`config.mk`:
```
export PLATFORM = sky130hd
export DESIGN_NAME = sfl_bank
export DESIGN_NICKNAME = d
export VERILOG_FILES = /design/src/sfl_pkg.sv /design/src/sfl_cfg_if.sv /design/src/sfl_bank.sv /design/src/sfl_ramp.sv
export SDC_FILE = /design/constraint.sdc
export NUM_CORES = 1
export LEC_CHECK = 0
export BUFFER_PORTS_ARGS = -buffer_cell sky130_fd_sc_hd__buf_2
export CORE_ASPECT_RATIO = 1.2
export CORE_UTILIZATION = 60
export DETAILED_ROUTE_END_ITERATION = 8
export GPL_TIMING_DRIVEN = 1
export PLACE_DENSITY = 0.79
export SYNTH_ARGS = -nofsm -noshare
export SYNTH_HDL_FRONTEND = slang
export SYNTH_HIERARCHICAL = 1
export SYNTH_SLANG_ARGS = --single-unit
```
`constraint.sdc`:
```
create_clock -name clk_i -period 54.4 [get_ports clk_i]
set_clock_uncertainty 0.2 [all_clocks]
set_input_delay 10.88 -clock clk_i [delete_from_list [all_inputs] [get_ports clk_i]]
set_output_delay 10.88 -clock clk_i [all_outputs]
set_load 0.02 [all_outputs]
```
`src/sfl_pkg.sv`:
```
// Constants for the sink fade and level register bank.
// Assumes a single 200 MHz clock and an 8-bit register port from the serial host decoder.
package sfl_pkg;
    localparam logic [7:0]  SFL_FADE_ADDR    = 8'h1E;
    localparam logic [7:0]  SFL_LEVEL1_ADDR  = 8'h1F;
    localparam int unsigned SFL_FADE_OUT_LSB = 4;
    localparam int unsigned SFL_FADE_IN_LSB  = 0;
    localparam int unsigned SFL_CODE_W       = 4;
    localparam int unsigned SFL_LEVEL_W      = 7;
    localparam int unsigned SFL_RESV_BIT     = 7;
    localparam logic [7:0]  SFL_FADE_RST     = 8'h00;
    localparam logic [6:0]  SFL_LEVEL_RST    = 7'h00;
    localparam logic [7:0]  SFL_UNMAPPED     = 8'h00;
    localparam logic [1:0]  SFL_OFF_DISABLED = 2'h0;
    localparam logic [3:0]  SFL_FADE_NONE    = 4'h0;
    localparam logic [3:0]  SFL_FADE_KNEE    = 4'hA;
    localparam int unsigned SFL_FADE_BASE_MS = 300;
    localparam int unsigned SFL_FADE_KNEE_MS = 3000;
    localparam int unsigned SFL_FADE_ADD_MS  = 500;
    localparam int unsigned SFL_FULL_STEPS   = 127;
    localparam int unsigned SFL_CLK_HZ       = 200000000;
    localparam int unsigned SFL_CYC_PER_MS   = SFL_CLK_HZ / 1000;
endpackage

```
`src/sfl_cfg_if.sv`:
```
// Carrier of register contents from the bank to the ramp engine.
// Assumes both ends share clk_i.
`timescale 1ns/10ps
interface sfl_cfg_if;
    logic [3:0] fade_out_time_code;
    logic [3:0] fade_in_time_code;
    logic [6:0] led1_level_code;
    logic       sink_enable_bit;
    logic [1:0] sink_off_time_field;
    modport bank (output fade_out_time_code, fade_in_time_code, led1_level_code,
                  sink_enable_bit, sink_off_time_field);
    modport ramp (input fade_out_time_code, fade_in_time_code, led1_level_code,
                  sink_enable_bit, sink_off_time_field);
endinterface

```
`src/sfl_bank.sv`:
```
// Top of the sink fade and level register bank with its fade ramp engine.
// Assumes reg_* strobes come from the serial host decoder on clk_i, one byte per write.
//
// Summary of operation
// - The upper nibble of the fade register sets the fade-out time, zero meaning no ramp.
// - Fade codes 1 to 10 step 0.3 s up to 3.0 s and codes 11 to 15 add 0.5 s to 5.5 s.
// - The time covers a full-scale swing, so a smaller swing finishes proportionally sooner.
// - The low nibble of the fade register sets the fade-in time, zero meaning no ramp.
// - Fade-in codes use the same duration table as fade-out codes.
// - The first sink level register holds a 7-bit code with bit 7 reserved and ignored.
// - The code maps nonlinearly to current, 0 being off and all ones being 30 mA full scale.
// - The first sink level register answers at address 0x1F.
// - An enabled sink with off time disabled stays on steadily at its programmed level.
`timescale 1ns/10ps
module sfl_bank
    import sfl_pkg::*;
#(
    parameter int unsigned CYC_PER_MS = SFL_CYC_PER_MS
) (
    input  wire logic       clk_i,
    input  wire logic       rst_b_i,
    input  wire logic       reg_wr_i,
    input  wire logic [7:0] reg_addr_i,
    input  wire logic [7:0] reg_wdata_i,
    input  wire logic       sink_enable_bit_i,
    input  wire logic [1:0] sink_off_time_field_i,
    output logic [7:0]      reg_rdata_o,
    output logic [6:0]      sink_code_o
);
    sfl_cfg_if cfg ();

    logic [7:0] fade;
    logic [7:0] next_fade;
    logic [6:0] level;
    logic [6:0] next_level;
    logic [7:0] rdata;
    logic [7:0] next_rdata;
    logic       en_q;
    logic [1:0] off_q;
    logic [6:0] ramp_code;

    always_comb begin
        next_fade  = fade;
        next_level = level;
        if (reg_wr_i && reg_addr_i == SFL_FADE_ADDR) begin
            next_fade = reg_wdata_i;
        end
        if (reg_wr_i && reg_addr_i == SFL_LEVEL1_ADDR) begin
            next_level = reg_wdata_i[SFL_LEVEL_W-1:0];
        end
        case (reg_addr_i)
            SFL_FADE_ADDR:   next_rdata = fade;
            SFL_LEVEL1_ADDR: next_rdata = {1'b0, level};
            default:         next_rdata = SFL_UNMAPPED;
        endcase
    end

    always_ff @(posedge clk_i or negedge rst_b_i) begin
        if (!rst_b_i) begin
            fade  <= SFL_FADE_RST;
            level <= SFL_LEVEL_RST;
            rdata <= SFL_UNMAPPED;
            en_q  <= 1'b0;
            off_q <= SFL_OFF_DISABLED;
        end else begin
            fade  <= next_fade;
            level <= next_level;
            rdata <= next_rdata;
            en_q  <= sink_enable_bit_i;
            off_q <= sink_off_time_field_i;
        end
    end

    assign cfg.fade_out_time_code  = fade[SFL_FADE_OUT_LSB +: SFL_CODE_W];
    assign cfg.fade_in_time_code   = fade[SFL_FADE_IN_LSB +: SFL_CODE_W];
    assign cfg.led1_level_code     = level;
    assign cfg.sink_enable_bit     = en_q;
    assign cfg.sink_off_time_field = off_q;

    sfl_ramp #(
        .CYC_PER_MS (CYC_PER_MS)
    ) u_ramp (
        .clk_i   (clk_i),
        .rst_b_i (rst_b_i),
        .cfg     (cfg),
        .code_o  (ramp_code)
    );

    // code passed to the nonlinear converter
    assign reg_rdata_o = rdata;
    assign sink_code_o = ramp_code;

    fade_write_a: assert property (@(posedge clk_i) disable iff (!rst_b_i)
        (reg_wr_i && reg_addr_i == SFL_FADE_ADDR) |=> fade == $past(reg_wdata_i))
        else $error("fade register write lost");

    level_write_a: assert property (@(posedge clk_i) disable iff (!rst_b_i)
        (reg_wr_i && reg_addr_i == SFL_LEVEL1_ADDR) |=> level == $past(reg_wdata_i[6:0]))
        else $error("level register write at 0x1F lost");

    resv_read_a: assert property (@(posedge clk_i) disable iff (!rst_b_i)
        ($past(reg_addr_i) == SFL_LEVEL1_ADDR) |-> reg_rdata_o[SFL_RESV_BIT] == 1'b0)
        else $error("reserved level bit read back nonzero");

    nibble_split_a: assert property (@(posedge clk_i) disable iff (!rst_b_i)
        (reg_wr_i && reg_addr_i == SFL_FADE_ADDR) |=>
        cfg.fade_in_time_code == $past(reg_wdata_i[3:0])
        && cfg.fade_out_time_code == $past(reg_wdata_i[7:4]))
        else $error("fade nibbles misplaced");

    unmapped_write_a: assert property (@(posedge clk_i) disable iff (!rst_b_i)
        (reg_wr_i && reg_addr_i != SFL_FADE_ADDR && reg_addr_i != SFL_LEVEL1_ADDR)
        |=> fade == $past(fade) && level == $past(level))
        else $error("unmapped write changed a register");

    idle_hold_a: assert property (@(posedge clk_i) disable iff (!rst_b_i)
        (!reg_wr_i) |=> fade == $past(fade) && level == $past(level))
        else $error("register changed without a write");

    // Read data lags the address by one edge
    fade_read_a: assert property (@(posedge clk_i) disable iff (!rst_b_i)
        ($past(reg_addr_i) == SFL_FADE_ADDR) |-> reg_rdata_o == $past(fade))
        else $error("fade register read wrong");

    level_read_a: assert property (@(posedge clk_i) disable iff (!rst_b_i)
        ($past(reg_addr_i) == SFL_LEVEL1_ADDR) |-> reg_rdata_o == {1'b0, $past(level)})
        else $error("level register read wrong");

    unmapped_read_a: assert property (@(posedge clk_i) disable iff (!rst_b_i)
        ($past(reg_addr_i) != SFL_FADE_ADDR && $past(reg_addr_i) != SFL_LEVEL1_ADDR)
        |-> reg_rdata_o == SFL_UNMAPPED)
        else $error("unmapped read not zero");

    level_readback_a: assert property (@(posedge clk_i) disable iff (!rst_b_i)
        (reg_wr_i && reg_addr_i == SFL_LEVEL1_ADDR) ##1
        (!reg_wr_i && reg_addr_i == SFL_LEVEL1_ADDR)
        |=> reg_rdata_o == {1'b0, $past(reg_wdata_i[6:0], 2)})
        else $error("level write not read back");

    // Guarded by reset history so a level held during reset cannot fire it
    enable_stage_a: assert property (@(posedge clk_i) disable iff (!rst_b_i)
        $past(rst_b_i) |-> cfg.sink_enable_bit == $past(sink_enable_bit_i)
        && cfg.sink_off_time_field == $past(sink_off_time_field_i))
        else $error("enable or off time not staged once");

    disabled_zero_a: assert property (@(posedge clk_i) disable iff (!rst_b_i)
        (!cfg.sink_enable_bit && cfg.fade_out_time_code == SFL_FADE_NONE)
        |=> sink_code_o == 7'h00)
        else $error("disabled sink without fade-out not at zero");

    direct_level_a: assert property (@(posedge clk_i) disable iff (!rst_b_i)
        (cfg.sink_enable_bit && cfg.fade_in_time_code == SFL_FADE_NONE
         && cfg.fade_out_time_code == SFL_FADE_NONE)
        |=> sink_code_o == $past(cfg.led1_level_code))
        else $error("unfaded sink not at its level");

    no_overshoot_a: assert property (@(posedge clk_i) disable iff (!rst_b_i)
        (cfg.sink_enable_bit && sink_code_o <= cfg.led1_level_code)
        |=> sink_code_o <= $past(cfg.led1_level_code))
        else $error("fade-in passed its target");
endmodule

```
`src/sfl_ramp.sv`:
```
// Fade ramp engine for the first LED sink: walks the current code to its target.
// Assumes settings arrive already registered on clk_i.
`timescale 1ns/10ps
module sfl_ramp
    import sfl_pkg::*;
#(
    parameter int unsigned CYC_PER_MS = SFL_CYC_PER_MS
) (
    input  wire logic       clk_i,
    input  wire logic       rst_b_i,
    sfl_cfg_if.ramp         cfg,
    output logic [6:0]      code_o
);
    logic [6:0]  cur;
    logic [6:0]  next_cur;
    logic [31:0] cnt;
    logic [31:0] next_cnt;
    logic [6:0]  target;
    logic        rising;
    logic [3:0]  dir_code;
    logic [31:0] step_len;

    function automatic logic [31:0] sfl_fade_ms(input logic [3:0] c);
        logic [31:0] cw;
        cw = {28'h0000000, c};
        if (c <= SFL_FADE_KNEE) begin
            return cw * SFL_FADE_BASE_MS;
        end
        return SFL_FADE_KNEE_MS + (cw - 32'(SFL_FADE_KNEE)) * SFL_FADE_ADD_MS;
    endfunction

    always_comb begin
        target   = cfg.sink_enable_bit ? cfg.led1_level_code : SFL_LEVEL_RST;
        rising   = target > cur;
        dir_code = rising ? cfg.fade_in_time_code : cfg.fade_out_time_code;
        step_len = (sfl_fade_ms(dir_code) * CYC_PER_MS) / SFL_FULL_STEPS;
        if (step_len == 32'h00000000) begin
            step_len = 32'h00000001;
        end
        next_cur = cur;
        next_cnt = cnt;
        if (cur == target) begin
            next_cnt = 32'h00000000;
        end else if (dir_code == SFL_FADE_NONE) begin
            next_cur = target;
            next_cnt = 32'h00000000;
        end else if (cnt >= step_len - 32'h00000001) begin
            next_cnt = 32'h00000000;
            next_cur = rising ? cur + 7'h01 : cur - 7'h01;
        end else begin
            next_cnt = cnt + 32'h00000001;
        end
    end

    always_ff @(posedge clk_i or negedge rst_b_i) begin
        if (!rst_b_i) begin
            cur <= 7'h00;
            cnt <= 32'h00000000;
        end else begin
            cur <= next_cur;
            cnt <= next_cnt;
        end
    end

    assign code_o = cur;

    step_jump_a: assert property (@(posedge clk_i) disable iff (!rst_b_i)
        (cur != target && dir_code == SFL_FADE_NONE) |=> cur == $past(target))
        else $error("disabled fade did not jump to target");

    step_size_a: assert property (@(posedge clk_i) disable iff (!rst_b_i)
        (cur != target && dir_code != SFL_FADE_NONE) |=>
        (cur == $past(cur) || cur == $past(cur) + 7'h01 || cur == $past(cur) - 7'h01))
        else $error("ramp moved more than one code");

    step_hold_a: assert property (@(posedge clk_i) disable iff (!rst_b_i)
        (cur != target && dir_code != SFL_FADE_NONE && cnt < step_len - 32'h00000001)
        |=> cur == $past(cur))
        else $error("ramp stepped before its step time");

    fade_table_a: assert property (@(posedge clk_i) disable iff (!rst_b_i)
        (dir_code == 4'hF) |-> step_len == (32'd5500 * CYC_PER_MS) / 32'd127)
        else $error("top fade code has wrong duration");

    steady_on_a: assert property (@(posedge clk_i) disable iff (!rst_b_i)
        (cfg.sink_enable_bit && cfg.sink_off_time_field == SFL_OFF_DISABLED
         && cur == cfg.led1_level_code && $stable(cfg.led1_level_code)
         && $stable(cfg.sink_enable_bit)) |=> cur == $past(cur))
        else $error("enabled steady sink left its level");
endmodule

```
==> flow_metrics.tcl <==
set metrics [dict create \
    finalCritPeriodShare 0.702 \
    cts_root_buffer "clkbuf_16" \
    areaGrowthSynthToFinish_pct 4.91 \
    overflow 0 \
    hold_viol 0 \
    antenna_found_initial 0 \
    worstPathMaxFanout 14 \
    wl_per_cell_um 17.6 \
    clock_path_buffers 2 \
    die_x_um 151 \
    tightest_slew_ns 1.07 \
    drive_above_1_share 0.0873 \
    ctsResizeCount 0 \
    fin_setup_tns_ns 0 \
    startpoint_type "flip-flop" \
    clock_sinks 63 \
    worstHoldPathType "reg2reg" \
    cts.htree.levels 3 \
    cts_hold_buf 0 \
    fmax_mhz 26.2 \
    num_vias 15524 \
    worst_ep_required_time_ns 54.38 \
    numCtsBuffers 9 \
    die_y_um 181 \
    drt_iter0_markers 945 \
    start_util 0.609 \
    syn_area_per_cell_sq_um 7.82 \
    setup_viol 0 \
    rsz0062_at_grt "no" \
    clock_latency_ns 0.34 \
    reg2reg_depth 139 \
    slew_headroom 0.267 \
    post-route-cell-area_sq_um 16700 \
    path_clk_slew_ns 0.06 \
    via_per_inst 6.47 \
    io_buffer_count 34 \
    crit_arrival_ns 38.16 \
    antenna_left 0 \
    outcome "finished clean" \
    drt-total-wl_um 42300 \
    slew_violations 0 \
    io_pins 37 \
    grt_pass1_wl_um 70500 \
    coreArea_sq_um 26200 \
    drcViolationCount 0 \
    end_kind "flip-flop" \
    grt_max_degree 64 \
    yosysWarnings 6 \
    crit_type "reg2reg" \
    cap_viol_max_count 0 \
    nets 2316 \
    gp_congestion 0.939 \
    cts_tree "built" \
    syn_inst 2042 \
    cpPeakStageDelay_ns 0.90 \
    netlist_area_sq_um 16000 \
    fin_crit_ns 38.17 \
    row_count 65 \
    cp_slowest_cell "mux2i_1" \
    worstHoldPathCells 1 \
    postCtsSetupRepairBufs 0 \
    firstDrtPassIters 5 \
    grt_use_total 0.311 \
    dieArea_sq_um 27300 \
    postPlaceCellArea_sq_um 16400 \
    dp_hpwl_um 33900 \
    first_global_vias 15054 \
]
## registers in the layout, indices dropped and copies added (netlist names)
register	count
reg_rdata_o	8
cfg.led1_level_code	7
u_ramp/cnt	32
cfg.sink_enable_bit	1
u_ramp/code_o	7
fade	8
## cells in the final DEF, fill, tap and decap left out, drive strengths merged, types with 10 or more instances in the layout
cell,count
o211a,14
nand2,149
nand2b,22
a21oi,116
ha,173
o211ai,39
xor2,52
a21o,36
o31ai,10
a211oi,26
and4,12
o21ai,113
inv,197
a31o,11
dfrtp,63
or2,28
nand4,29
a31oi,18
nor2b,21
a211o,12
nor2,179
nor3,66
nand3,70
o22ai,10
fa,63
buf,39
o21a,17
mux2i,27
and3,32
mux2,24
and2,34
a21boi,14
nor4,27
xnor2,99
or3,23
## layer usage
metal	vias to the layer above	wire length (um)	track usage
li1	7509	-	-
met1	7477	18300	0.383
met2	441	21500	0.563
met3	97	1440	0.0256
met4	0	1080	0.0976
met5	-	0	0
## metrics by stage
| stage | setup WS (ns) | std cells | util | hold WS (ns) |
|---|---|---|---|---|
| global placement | 17.51 | 2382 | 0.627 | 0.303 |
| finish | 16.23 | 2399 | 0.639 | 0.308 |
| CTS | 16.76 | 2398 | 0.639 | 0.314 |
| detailed placement | 17.01 | 2382 | 0.627 | 0.306 |
| floorplan | 23.52 | 2049 | - | 0.274 |
| global route | 13.18 | 2398 | 0.639 | 0.342 |
## final timing paths
path,from,end,slack [ns]
setup / recovery,cfg.led1_level_code[1]$_DFFE_PN0P_,u_ramp/code_o[0]$_DFFE_PN0P_,16.23
hold / removal,u_ramp/cnt[0]$_DFF_PN0_,u_ramp/cnt[0]$_DFF_PN0_,0.31
setup reg to reg,cfg.led1_level_code[1]$_DFFE_PN0P_,u_ramp/code_o[0]$_DFFE_PN0P_,16.23
hold reg to reg,u_ramp/cnt[0]$_DFF_PN0_,u_ramp/cnt[0]$_DFF_PN0_,0.31
max in group asynchronous,rst_b_i,cfg.sink_enable_bit$_DFF_PN0_,42.92
min in group asynchronous,rst_b_i,u_ramp/cnt[21]$_DFF_PN0_,10.52
## worst max-delay path: cells and delay by family (launching register included)
| kind | cells | cell delay [ns] |
|---|---|---|
| simple gates | 45 | 11.16 |
| compound gates | 57 | 15.54 |
| fa+ha+maj | 18 | 6.58 |
| mux | 3 | 1.47 |
| xor+xnor | 6 | 1.54 |
| flops | 1 | 0.42 |
| buf+inv | 10 | 1.10 |
## layout make-up
class | count | area (sq um)
inverter | 197 | 739
tap | 335 | 419
multi-input combinational | 1748 | 13500
timing repair buffer | 39 | 208
fill | 2284 | 9450
antenna | 1 | 2.50
clock buffer | 9 | 225
sequential | 63 | 1580
clock inverter | 7 | 97.6
Power is not shown: default switching activity piles up to over one toggle a cycle in this logic, so the estimate is an artifact.
